## src/io_flags_pkg.sv

```systemverilog
// Constants and state types for the I/O node interrupt flag block.
// Assumes the microprocessor presents full byte addresses on its address pins.
package io_flags_pkg;

  localparam int ADDR_W = 27;
  localparam int DATA_W = 16;
  localparam int MASK_W = 13;
  localparam int SYN_W  = 8;

  // Microprocessor addresses of the registers this block decodes or watches
  localparam logic [ADDR_W-1:0] ADDR_FLAG      = 27'h4000200;
  localparam logic [ADDR_W-1:0] ADDR_MASK      = 27'h4000220;
  localparam logic [ADDR_W-1:0] ADDR_CLEAR     = 27'h4001E00;
  localparam logic [ADDR_W-1:0] ADDR_SLOW_IN   = 27'h4000400;
  localparam logic [ADDR_W-1:0] ADDR_SLOW_OUT  = 27'h4000800;
  localparam logic [ADDR_W-1:0] ADDR_SYNDROME  = 27'h4001000;
  localparam logic [ADDR_W-1:0] ADDR_PROC_SCLR = 27'h4001C00;
  localparam logic [ADDR_W-1:0] ADDR_FAST_SCLR = 27'h4001C20;

  // Clear command register bit positions
  localparam int CLR_IN_CTRL   = 0;
  localparam int CLR_OUT_CTRL  = 1;
  localparam int CLR_FAST_ADDR = 2;
  localparam int CLR_FAST_DATA = 3;
  localparam int CLR_IN_ERR    = 7;
  localparam int CLR_OUT_ERR   = 8;
  localparam int CLR_IN_DISC   = 9;

  // Flag register bit positions
  localparam int FL_FAST_ERR  = 0;
  localparam int FL_PROC_SBE  = 1;
  localparam int FL_PROC_MBE  = 2;
  localparam int FL_FAST_SBE  = 3;
  localparam int FL_FAST_MBE  = 4;
  localparam int FL_ADDR_DONE = 5;
  localparam int FL_DATA_DONE = 6;
  localparam int FL_IN_AVAIL  = 7;
  localparam int FL_IN_DISC   = 8;
  localparam int FL_IN_ERR    = 9;
  localparam int FL_OUT_DONE  = 10;
  localparam int FL_OUT_ERR   = 11;
  localparam int FL_MCLR      = 12;
  localparam int FL_REV_LO    = 13;
  localparam int FL_SLAVE     = 15;

  localparam logic [MASK_W-1:0] MASK_RESET = 13'h0000;

  typedef struct packed {
    logic             sbe;
    logic             mbe;
    logic [SYN_W-1:0] syn;
  } ecc_state_t;

endpackage

```

## src/ecc_track_if.sv

```systemverilog
// Carrier between the flag block and one error-check tracker.
// Assumes both ends share the system clock.
`timescale 1ns/1ns
interface ecc_track_if;
  logic                            enable;
  logic                            clr;
  logic                            single_ev;
  logic                            multi_ev;
  logic [io_flags_pkg::SYN_W-1:0]  ev_syn;
  logic                            sbe;
  logic                            mbe;
  logic [io_flags_pkg::SYN_W-1:0]  syn;

  modport owner   (output enable, clr, single_ev, multi_ev, ev_syn, input sbe, mbe, syn);
  modport tracker (input enable, clr, single_ev, multi_ev, ev_syn, output sbe, mbe, syn);
endinterface

```

## src/ecc_flag_tracker.sv

```systemverilog
// Single-bit and multi-bit error flags with their captured syndrome.
// Assumes error events are one-cycle pulses synchronous to clk.
`timescale 1ns/1ns
module ecc_flag_tracker (
  input  wire logic    clk,
  input  wire logic    rst_n,
  ecc_track_if.tracker trk
);

  io_flags_pkg::ecc_state_t st_r;
  io_flags_pkg::ecc_state_t st_nxt;

  always_comb begin
    st_nxt = st_r;
    if (trk.clr) begin
      st_nxt.sbe = 1'b0;
      st_nxt.mbe = 1'b0;
    end
    // Event after clear, so an error in the clearing cycle survives
    if (trk.multi_ev) begin
      if (!st_nxt.mbe) begin
        st_nxt.syn = trk.ev_syn;
      end
      st_nxt.mbe = 1'b1;
      st_nxt.sbe = 1'b0;
    end else if (trk.single_ev && !st_nxt.mbe) begin
      st_nxt.sbe = 1'b1;
      st_nxt.syn = trk.ev_syn;
    end
    if (!trk.enable) begin
      st_nxt = '0;
    end
  end

  always_ff @(posedge clk or negedge rst_n) begin
    if (!rst_n) begin
      st_r <= '0;
    end else begin
      st_r <= st_nxt;
    end
  end

  assign trk.sbe = st_r.sbe;
  assign trk.mbe = st_r.mbe;
  assign trk.syn = st_r.syn;
endmodule

```

## src/io_node_interrupt_flags.sv

```systemverilog
// Interrupt flag, mask and interrupt output of an I/O gateway node.
// Assumes processor strobes and channel events are synchronous one-cycle pulses.
//
// Notes on behaviour
// - Processor multi-bit flag sets on errors writing slow output or fast buffer.
// - Any write to processor syndrome clear drops the processor multi-bit flag.
// - Processor multi-bit flag stays set; syndrome keeps first multi-bit error.
// - Input node: fast single-bit flag sets on input check; syndrome clear drops it.
// - Output node: fast single-bit and multi-bit flags always read zero.
// - Single-bit flag tracks latest syndrome; multi-bit error drops it, captures syndrome.
// - Input node: fast multi-bit flag sticky, first syndrome, cleared by syndrome clear.
// - Address transfer complete sets on address sent/received; clear bit 2.
// - Data transfer complete sets on last word or length zero; clear bit 3.
// - Input data available sets on disconnect or full; cleared by read or bit 0.
// - Input disconnect sets on last word read; clear bit 0 or 9.
// - Input error sets on parity or sequence error; clear bit 0 or 7.
// - Output complete sets when output drains; cleared by data write or bit 1.
// - Output complete means ownership after first word, empty buffer after last.
// - Output error sets on output parity or sequence error; clear bit 1 or 8.
// - Master clear flag follows the live host reset signal.
// - Revision level is a two-bit read-only field at bits 13 and 14.
// - Bit 15 reads zero in a master node, one in a slave node.
// - Interrupt mask is a 13-bit readable and writable register.
// - A flag raises the interrupt only when its mask bit is one.
// - Flags show channel conditions regardless of mask.
`timescale 1ns/1ns
module io_node_interrupt_flags #(
  parameter bit       IS_INPUT_NODE = 1'b1,
  parameter bit       IS_SLAVE      = 1'b0,
  parameter bit [1:0] REVISION      = 2'h2 // Arbitrary value
) (
  input  wire logic                              clk,
  input  wire logic                              rst_n,
  input  wire logic [io_flags_pkg::ADDR_W-1:0]   cpu_addr,
  input  wire logic                              cpu_rd,
  input  wire logic                              cpu_wr,
  input  wire logic [io_flags_pkg::DATA_W-1:0]   cpu_wdata,
  output logic      [io_flags_pkg::DATA_W-1:0]   cpu_rdata,
  output logic                                   cpu_rvalid,
  input  wire logic                              fast_error_level,
  input  wire logic                              proc_single_err,
  input  wire logic                              proc_multi_err,
  input  wire logic [io_flags_pkg::SYN_W-1:0]    proc_err_syn,
  input  wire logic                              fast_single_err,
  input  wire logic                              fast_multi_err,
  input  wire logic [io_flags_pkg::SYN_W-1:0]    fast_err_syn,
  input  wire logic                              addr_xfer_done,
  input  wire logic                              fast_last_word,
  input  wire logic                              block_len_zero,
  input  wire logic                              slow_in_disconnect,
  input  wire logic                              slow_in_buf_full,
  input  wire logic                              slow_in_last_word,
  input  wire logic                              slow_in_parity_err,
  input  wire logic                              slow_in_seq_err,
  input  wire logic                              slow_out_drained,
  input  wire logic                              slow_out_parity_err,
  input  wire logic                              slow_out_seq_err,
  input  wire logic                              master_clear_in,
  output logic                                   io_irq
);

  // Flag layout is fixed, so other widths cannot be served
  if (io_flags_pkg::MASK_W != 13 || io_flags_pkg::DATA_W < 16) begin : g_bad_widths
    $error("flag block needs a 13-bit mask and 16-bit data");
  end

  typedef struct packed {
    logic                              fast_err;
    logic                              addr_done;
    logic                              data_done;
    logic                              in_avail;
    logic                              in_disc;
    logic                              in_err;
    logic                              out_done;
    logic                              out_err;
    logic                              mclr;
    logic [io_flags_pkg::MASK_W-1:0]   mask;
    logic [io_flags_pkg::DATA_W-1:0]   rdata;
    logic                              rvalid;
    logic                              irq;
  } state_t;

  state_t st_r;
  state_t st_nxt;

  ecc_track_if proc_trk ();
  ecc_track_if fast_trk ();

  ecc_flag_tracker u_proc_ecc (
    .clk   (clk),
    .rst_n (rst_n),
    .trk   (proc_trk.tracker)
  );

  ecc_flag_tracker u_fast_ecc (
    .clk   (clk),
    .rst_n (rst_n),
    .trk   (fast_trk.tracker)
  );

  logic                            wr_clear;
  logic                            wr_mask;
  logic [io_flags_pkg::DATA_W-1:0] clr_bits;
  logic [io_flags_pkg::DATA_W-1:0] flag_vec;

  function automatic logic hit(input logic [io_flags_pkg::ADDR_W-1:0] a,
                               input logic [io_flags_pkg::ADDR_W-1:0] ref_a);
    hit = (a == ref_a);
  endfunction

  // Flag word is built from live state only; the mask never touches it
  function automatic logic [io_flags_pkg::DATA_W-1:0] build_flags(input state_t s,
      input logic p_sbe, input logic p_mbe, input logic f_sbe, input logic f_mbe);
    logic [io_flags_pkg::DATA_W-1:0] f;
    f = '0;
    f[io_flags_pkg::FL_FAST_ERR]  = s.fast_err;
    f[io_flags_pkg::FL_PROC_SBE]  = p_sbe;
    f[io_flags_pkg::FL_PROC_MBE]  = p_mbe;
    f[io_flags_pkg::FL_FAST_SBE]  = f_sbe;
    f[io_flags_pkg::FL_FAST_MBE]  = f_mbe;
    f[io_flags_pkg::FL_ADDR_DONE] = s.addr_done;
    f[io_flags_pkg::FL_DATA_DONE] = s.data_done;
    f[io_flags_pkg::FL_IN_AVAIL]  = s.in_avail;
    f[io_flags_pkg::FL_IN_DISC]   = s.in_disc;
    f[io_flags_pkg::FL_IN_ERR]    = s.in_err;
    f[io_flags_pkg::FL_OUT_DONE]  = s.out_done;
    f[io_flags_pkg::FL_OUT_ERR]   = s.out_err;
    f[io_flags_pkg::FL_MCLR]      = s.mclr;
    f[io_flags_pkg::FL_REV_LO +: 2] = REVISION;
    f[io_flags_pkg::FL_SLAVE]     = IS_SLAVE;
    build_flags = f;
  endfunction

  assign wr_clear = cpu_wr && hit(cpu_addr, io_flags_pkg::ADDR_CLEAR);
  assign wr_mask  = cpu_wr && hit(cpu_addr, io_flags_pkg::ADDR_MASK);
  assign clr_bits = wr_clear ? cpu_wdata : '0;
  assign flag_vec = build_flags(st_r, proc_trk.sbe, proc_trk.mbe, fast_trk.sbe, fast_trk.mbe);

  // Error-check trackers
  assign proc_trk.enable    = 1'b1;
  assign proc_trk.clr       = cpu_wr && hit(cpu_addr, io_flags_pkg::ADDR_PROC_SCLR);
  assign proc_trk.single_ev = proc_single_err;
  assign proc_trk.multi_ev  = proc_multi_err;
  assign proc_trk.ev_syn    = proc_err_syn;

  // Output node keeps the fast-channel check held at zero
  assign fast_trk.enable    = IS_INPUT_NODE;
  assign fast_trk.clr       = cpu_wr && hit(cpu_addr, io_flags_pkg::ADDR_FAST_SCLR);
  assign fast_trk.single_ev = fast_single_err;
  assign fast_trk.multi_ev  = fast_multi_err;
  assign fast_trk.ev_syn    = fast_err_syn;

  always_comb begin
    st_nxt        = st_r;
    st_nxt.rvalid = cpu_rd;
    st_nxt.rdata  = '0;

    // Clears first, sets after: an event in the clearing cycle wins
    if (clr_bits[io_flags_pkg::CLR_FAST_ADDR]) begin
      st_nxt.addr_done = 1'b0;
    end
    if (clr_bits[io_flags_pkg::CLR_FAST_DATA]) begin
      st_nxt.data_done = 1'b0;
    end
    if (clr_bits[io_flags_pkg::CLR_IN_CTRL]
        || (cpu_rd && hit(cpu_addr, io_flags_pkg::ADDR_SLOW_IN))) begin
      st_nxt.in_avail = 1'b0;
    end
    if (clr_bits[io_flags_pkg::CLR_IN_CTRL] || clr_bits[io_flags_pkg::CLR_IN_DISC]) begin
      st_nxt.in_disc = 1'b0;
    end
    if (clr_bits[io_flags_pkg::CLR_IN_CTRL] || clr_bits[io_flags_pkg::CLR_IN_ERR]) begin
      st_nxt.in_err = 1'b0;
    end
    if (clr_bits[io_flags_pkg::CLR_OUT_CTRL]
        || (cpu_wr && hit(cpu_addr, io_flags_pkg::ADDR_SLOW_OUT))) begin
      st_nxt.out_done = 1'b0;
    end
    if (clr_bits[io_flags_pkg::CLR_OUT_CTRL] || clr_bits[io_flags_pkg::CLR_OUT_ERR]) begin
      st_nxt.out_err = 1'b0;
    end

    if (addr_xfer_done) begin
      st_nxt.addr_done = 1'b1;
    end
    if (fast_last_word || block_len_zero) begin
      st_nxt.data_done = 1'b1;
    end
    if (slow_in_disconnect || slow_in_buf_full) begin
      st_nxt.in_avail = 1'b1;
    end
    if (cpu_rd && hit(cpu_addr, io_flags_pkg::ADDR_SLOW_IN) && slow_in_last_word) begin
      st_nxt.in_disc = 1'b1;
    end
    if (slow_in_parity_err || slow_in_seq_err) begin
      st_nxt.in_err = 1'b1;
    end
    // Drain covers both first-word ownership and empty-buffer cases
    if (slow_out_drained) begin
      st_nxt.out_done = 1'b1;
    end
    if (slow_out_parity_err || slow_out_seq_err) begin
      st_nxt.out_err = 1'b1;
    end

    st_nxt.fast_err = fast_error_level;
    st_nxt.mclr     = master_clear_in;

    if (wr_mask) begin
      st_nxt.mask = cpu_wdata[io_flags_pkg::MASK_W-1:0];
    end

    if (cpu_rd) begin
      case (1'b1)
        hit(cpu_addr, io_flags_pkg::ADDR_FLAG): begin
          st_nxt.rdata = flag_vec;
        end
        hit(cpu_addr, io_flags_pkg::ADDR_MASK): begin
          st_nxt.rdata[io_flags_pkg::MASK_W-1:0] = st_r.mask;
          // Live master clear also shows here; the read returns it ORed with mask bit 12
          st_nxt.rdata[io_flags_pkg::FL_MCLR] = st_r.mask[io_flags_pkg::FL_MCLR] | st_r.mclr;
        end
        hit(cpu_addr, io_flags_pkg::ADDR_SYNDROME): begin
          st_nxt.rdata = {fast_trk.syn, proc_trk.syn};
        end
        default: begin
          st_nxt.rdata = '0;
        end
      endcase
    end

    st_nxt.irq = |(flag_vec[io_flags_pkg::MASK_W-1:0] & st_r.mask);
  end

  always_ff @(posedge clk or negedge rst_n) begin
    if (!rst_n) begin
      st_r      <= '0;
      st_r.mask <= io_flags_pkg::MASK_RESET;
    end else begin
      st_r <= st_nxt;
    end
  end

  assign cpu_rdata  = st_r.rdata;
  assign cpu_rvalid = st_r.rvalid;
  assign io_irq     = st_r.irq;
endmodule

```

## config.mk

```make
export PLATFORM = sky130hd
export DESIGN_NAME = io_node_interrupt_flags
export DESIGN_NICKNAME = d
export VERILOG_FILES = /design/src/io_flags_pkg.sv /design/src/ecc_track_if.sv /design/src/ecc_flag_tracker.sv /design/src/io_node_interrupt_flags.sv
export SDC_FILE = /design/constraint.sdc
export NUM_CORES = 1
export LEC_CHECK = 0
export CAP_MARGIN = 20
export CELL_PAD_IN_SITES_DETAIL_PLACEMENT = 2
export CELL_PAD_IN_SITES_GLOBAL_PLACEMENT = 2
export CORE_ASPECT_RATIO = 1.5
export CORE_UTILIZATION = 35
export DETAILED_ROUTE_END_ITERATION = 10
export DONT_BUFFER_PORTS = 1
export PLACE_DENSITY_LB_ADDON = 0.08
export SLEW_MARGIN = 20
export SYNTH_ARGS = -nofsm -noshare
export SYNTH_HDL_FRONTEND = slang
export SYNTH_HIERARCHICAL = 1
export SYNTH_SLANG_ARGS = --single-unit
```

## constraint.sdc

```tcl
create_clock -name clk -period 1 [get_ports clk]
set_input_delay 0.1 -clock clk [delete_from_list [all_inputs] [get_ports clk]]
set_output_delay 0.1 -clock clk [all_outputs]
set_load 0.01 [all_outputs]
```

Word level (Yosys, flattened, before mapping)
Index checks and enable logic that the tools add are counted.
- equal/unequal tests: 10
- reductions and logical operators: 34
- mux-type cells: 36
- bitwise operators: 2
- operators with widths (kind ; count):
    $eq 27x27->1 const B ; 8
    $mux 8 ; 6
    $mux 13 ; 3
    $mux 1 ; 20
    $reduce_bool 2->1 ; 9
    $mux 16 ; 1
    $and 13x13->13 ; 1
    $reduce_or 13->1 ; 1
    $mux 10 ; 1
    $logic_and 1x1->1 ; 9
    $logic_or 1x1->1 ; 9
    $mux 3 ; 3
    $reduce_bool 3->1 ; 2
    $mux 2 ; 2
    $ne 2x2->1 const B ; 2
    $reduce_and 2->1 ; 2
    $logic_not 1->1 ; 2
    $or 1x1->1 ; 1
- bits of input ports: 80
- bits in registers: 60
- word-level logic and storage cells: 101
- output and inout port bits: 18

Longest topological paths before layout
- word-level depth: 7
- depth in mapped cells: 7
- depth with buffers taken out: 6

Modules after synthesis
The synthesis kept the hierarchy.
- modules (own cells, without submodules) (module ; area an instance (µm²) ; seq. area each (µm²) ; times used ; cells an instance):
    io_node_interrupt_flags ; 2297.2 ; 1001.0 ; 1 ; 223
    ecc_flag_tracker ; 480.5 ; 250.2 ; 2 ; 44

Worst setup path after synthesis
No wires, ideal clock.
- path type: input-to-reg
- from: in cpu_addr[3] (netlist name)
- to: reg u_fast_ecc.st_r, in the netlist u_fast_ecc/trk.syn[0]
- required time: 921 ps
- slack: -892 ps
- cell stages on the path: 7
- path buffers: 1
- setup time: 79 ps
- arrival: 1813 ps
- cell sequence: nor4_4 nand3_4 clkbuf_1 nor4_1 nor2b_4 nor2_8 mux2i_1
- word-level cells in the longest chain between the ends: 7
- elaborated cells on any way between the ends: 8
- classes of those cells: eq/ne (2); mux (1); reduce/logical (5)
- RTL lines (element ; RTL line ; source):
    from (decl) ; io_node_interrupt_flags.sv:34 ; input wire logic [io_flags_pkg::ADDR_W-1:0] cpu_addr,
    $eq 27x27->1 (*) ; io_node_interrupt_flags.sv:108 ; hit = (a == ref_a);
    $logic_and 1x1->1 (*) ; io_node_interrupt_flags.sv:148 ; assign fast_trk.clr = cpu_wr && hit(cpu_addr, io_flags_pkg::ADDR_FAST_SCLR);
    net fast_trk.clr ; ecc_track_if.sv:6 ; logic clr;
    $mux 2 (*) ; ecc_flag_tracker.sv:15 ; if (trk.clr) begin
    $logic_not 1->1 ; ecc_flag_tracker.sv:26 ; end else if (trk.single_ev && !st_nxt.mbe) begin
    $logic_and 1x1->1 ; ecc_flag_tracker.sv:26 ;
    $reduce_bool 2->1 (no source line) ; -- ;
    $reduce_and 2->1 (no source line) (*) ; -- ;
    to (signal assigned) ; ecc_flag_tracker.sv:39 ; st_r <= st_nxt;
    to (decl) ; ecc_flag_tracker.sv:10 ; io_flags_pkg::ecc_state_t st_r;
Mark *: on every way through the listed nets, which the timed path passes. The rest lies on a longest branch. The select of a mux whose other input is x is not followed.
A chain may end at the register's enable or synchronous reset.

==> metrics.sh <==
WORST-PATH-MAX-FANOUT=12
VIAS_PER_CELL=5.28
START_KIND='input pin'
CLK_ROOT_BUFFER_CELL='sky130_fd_sc_hd__clkbuf_16'
TOP_LAYER='met4'
REG2REG_DEPTH=5
SETUP.WORST_PATH.END_CLASS='register'
MET2ROUTEDLENGTH_UM=5540
POSTLAYOUTCOREUTIL_PCT=50.5
POWER.CLOCK.FRACTION_PCT=51.7
ASYNC_RESET_FF_SHARE_PCT=100
LAYOUT-DRIVE-GT1-SHARE_PCT=27.3
GLOBALROUTETOTALUTIL_PCT=22.7
POWER.SWITCHING_FRACTION_PCT=21.0
SYNTHTOLAYOUTAREAGROWTH_PCT=38.4
YS_FF_LATCH=60
SYN-CELL-AREA_UM2=3260
SYNTHDOMINANTCELLAREASHARE_PCT=46.1
CTS.HTREE.LEVELS=3
DRT_PRE_ANTENNA_ITERS=4
PORT_BUFFERS=0
IRDROPWORSTVDD_uV=1000
CRITPATHLAUNCH='cpu_addr[3]'
DIEAREA_UM2=9710
SYNTH_CELL_TYPES=50
HOLDBUFCOUNTCTS=44
IO-PIN-COUNT=98
TIMING.FINAL.CRIT_SHARE_PCT=135
GRT_MAX_DEGREE=61
VIOLATIONS='hold timing, setup timing'
TOTAL_DRC_ERRORS_IN_THE_ROUTED_LAYOUT=0
SYNTH_MUX_AREA_SHARE_PCT=9.41
MAXCLOCKFREQUENCY_MHz=742
NUM-NETS-FINAL=456
POWER.TOTAL_W=0.00630
NET-SWITCHING-POWER_W=0.00132
CLKSINKCOUNT=60
FIN_WS_PS=-347
POST_SYNTH_XOR_AREA_FRACTION_PCT=0
SYNTHESIS.AREA_PER_INSTANCE_UM2=10.5
YS.FLOP_TYPE='sky130_fd_sc_hd__dfrtp_1'
WORST-ENDPOINT-ARRIVAL_PS=1550
PWR_DENSITY_CELL_nW_PER_UM2=1400
ROW_CNT=42
CRITPATHKIND='in2reg'
CORE_AREA_UM2=8930
SETUP_VIOL_COUNT_FINAL=55
RSZ0062_AT_GRT='yes'
P_LEAK_nW=2.02
SYNTH-COMPOUND-AREA-SHARE_PCT=9.33
YS.WARNINGS.COUNT=6
SLEW_VIOL_FINAL=0
GRT_PASS1_VIAS=2990
CLK_TRANSITION_REPORTED_PATHS_PS=50
DP_SLACK_PS=-689
CRIT-REG2REG-LAUNCH='u_proc_ecc/trk.mbe$_DFF_PN0_'
START_UTIL_PCT=36.5
CLOCK_TREE.BUFFER_DEPTH=2
COMBINATIONALPOWERSHARE_PCT=8.0
POST_SYNTH_AND_OR_NAND_NOR_AREA_FRACTION_PCT=26.2
POST_DRT_WL_PER_CELL_UM=20.9
SYN_INST=311
MAIN_COMBINATIONAL_CELL_FAMILY_BY_AREA_AFTER_SYNTHESIS='simple AND/OR/NAND/NOR gates'
TOTAL_WIRE_LENGTH_UM=10200
SETUP_SLACK_REG_TO_REG_PS=-210
GRT_FIRST_PASS_WIRELENGTH_UM=16000
MAX_SLEW.WORST_PIN.SLEW_PS=729
WORST-ENDPOINT-REQUIRED_PS=1210
CHIPHEIGHT_UM=120
TIMING.MAX_SLEW.REL_SLACK_PCT=51.4
MOSTFREQUENTLAYOUTCELL='sky130_fd_sc_hd__dfrtp_1'
YS_SEQ_AREA_SHARE_PCT=46.1
TRITONCTS='built'
FINAL.MIN_CLOCK_PERIOD_PS=1350
OVERFLOW=0
SYNTH_TOP_CELLS_BY_AREA='sky130_fd_sc_hd__dfrtp_1 46%, sky130_fd_sc_hd__nor3_1 5.4%, sky130_fd_sc_hd__mux2i_1 4.9%'
DRTANTENNAVIOLNETS=0
CRITICAL_PATH.ENDPOINT='cpu_rdata[6]$_DFF_PN0_'
FIN_SKEW_PS=1.93
DR.FIRST_ITER.DRC_COUNT=124
DR_TOTAL_VIAS=2594
POST_SYNTH_FA_HA_MAJ_AREA_FRACTION_PCT=0
TIMING.MAX_CAP.VIOLATIONS=0
CRIT-REG2REG-CAPTURE='u_proc_ecc/trk.sbe$_DFFE_PN0P_'
CLOCK_INSERTION_DELAY_WORST_SKEW_PS=330
FIN_HOLD_VIOLS=60
STATUS='complete, but fails checks'
NUMCTSBUFFERS=9
HOLDWS_PS=-531
WL_MET1_UM=4190
ANT_DIODES=0
DP_HPWL_UM=6720
DR_WL_MET3_UM=328
P_INT_W=0.00497
NETLIST.TOP_CELL.BY_AREA='sky130_fd_sc_hd__dfrtp_1'
FINALWEIGHTEDCONGESTION=0.815
FILL_CELLS=907
PART_OF_THE_POWER_IN_REGISTERS_PCT=40.3
LAYOUT.CELLS.MOST_COMMON_LIST='60 x sky130_fd_sc_hd__dfrtp_1, 43 x sky130_fd_sc_hd__dlygate4sd3_1, 35 x sky130_fd_sc_hd__nand2_1, 31 x sky130_fd_sc_hd__buf_4, 30 x sky130_fd_sc_hd__nor3_1'
TIMING.HOLD.WORST.CLASS='in2async'
CHIPWIDTH_UM=80.8
INITIAL_ANTENNA_VIOLATION_COUNT=0
SYNTH_EDF_COUNT=0
-- routing by layer --
| layer | track usage (%) | vias up |
|---|---|---|
| li1 | - | 1217 |
| met1 | 27.5 | 1304 |
| met3 | 3.73 | 13 |
| met4 | 7.70 | 0 |
| met2 | 39.9 | 60 |
| met5 | 0 | - |
-- synth_stat cells, drive strengths merged (2+ instances only) --
master / instances
o21ai: 2
nand2: 37
clkbuf: 8
nor2: 10
and3b: 3
buf: 23
nand2b: 2
o221a: 12
nor2b: 14
o22ai: 2
mux2i: 16
o21bai: 2
nor4b: 3
nor3: 36
o41ai: 2
a221oi: 2
a22oi: 2
nor4: 9
and3: 2
nand3: 3
a31oi: 3
inv: 23
o21a: 4
dfrtp: 60
mux2: 13
nand4: 6
-- cell families after synthesis --
group | Yosys count
muxes | 29
and+or+nand+nor | 132
buffers and inverters | 54
AOI/OAI and AO/OA | 35
other | 1
DFF | 60
-- final cells by class --
| type | instances | area (um2) | area share (%) |
|---|---|---|---|
| Multi-Input combinational cell | 198 | 1670 | 36.9 |
| Sequential cell | 60 | 1500 | 33.3 |
| Timing Repair Buffer | 84 | 795 | 17.6 |
| Clock buffer | 13 | 280 | 6.22 |
| Tap cell | 110 | 138 | 3.05 |
| Inverter | 23 | 86.3 | 1.92 |
| Clock inverter | 3 | 42.5 | 0.944 |
-- power groups by stage --
stage | registers [W] | logic, W | clock network [W]
global placement | 0.00258 | 0.000296 | 0
finish | 0.00254 | 0.000502 | 0.00326
CTS | 0.00254 | 0.000474 | 0.00333
global route | 0.00254 | 0.000551 | 0.00342
floorplan | 0.00256 | 0.000274 | 0
detailed placement | 0.00258 | 0.000304 | 0
-- sequential cells by signal (all words and copies together) (netlist names) --
| name | flops |
|---|---|
| u_proc_ecc/trk.syn | 8 |
| flag_vec | 9 |
| u_proc_ecc/trk.mbe | 1 |
| u_fast_ecc/trk.mbe | 1 |
| st_r | 13 |
| cpu_rvalid | 1 |
| u_fast_ecc/trk.sbe | 1 |
| cpu_rdata | 16 |
| u_proc_ecc/trk.sbe | 1 |
| io_irq | 1 |
| u_fast_ecc/trk.syn | 8 |
-- worst min-delay path by stage --
stage	depth (start not counted)	start	endpoint
final	0	rst_n	cpu_rdata[5]$_DFF_PN0_
after CTS	0	rst_n	cpu_rdata[3]$_DFF_PN0_
after floorplan	0	rst_n	cpu_rdata[0]$_DFF_PN0_
after global placement	0	rst_n	flag_vec[5]$_DFFE_PN0P_
after global routing	0	rst_n	cpu_rdata[3]$_DFF_PN0_
after detailed placement	0	rst_n	cpu_rdata[5]$_DFF_PN0_
-- critical path, stage by stage --
cell	delay, ps
sky130_fd_sc_hd__nor4_4	330
sky130_fd_sc_hd__nand3_4	160
sky130_fd_sc_hd__or4_4	660
sky130_fd_sc_hd__o221a_1	290
-- through the flow --
stage / cells / hold WS (ps) / TNS [ps] / instance area (um2)
after global routing: 491 / -542 / -17890 / 4510
final: 491 / -531 / -13550 / 4510
after floorplan: 312 / -196 / -27830 / 3430
after global placement: 420 / -193 / -31930 / 3570
after detailed placement: 420 / -193 / -32930 / 3570
after CTS: 484 / -544 / -13160 / 4420
-- repair_timing --
item | in CTS | in global routing
hold endpoints to repair | 118 | 60
endpoints found under the setup margin | 54 | 58
gates resized for setup | 11 | 8
buffers inserted | 4 | 7
pin swaps | 5 | 5
Note: power is estimated with default switching activity, not from simulation.
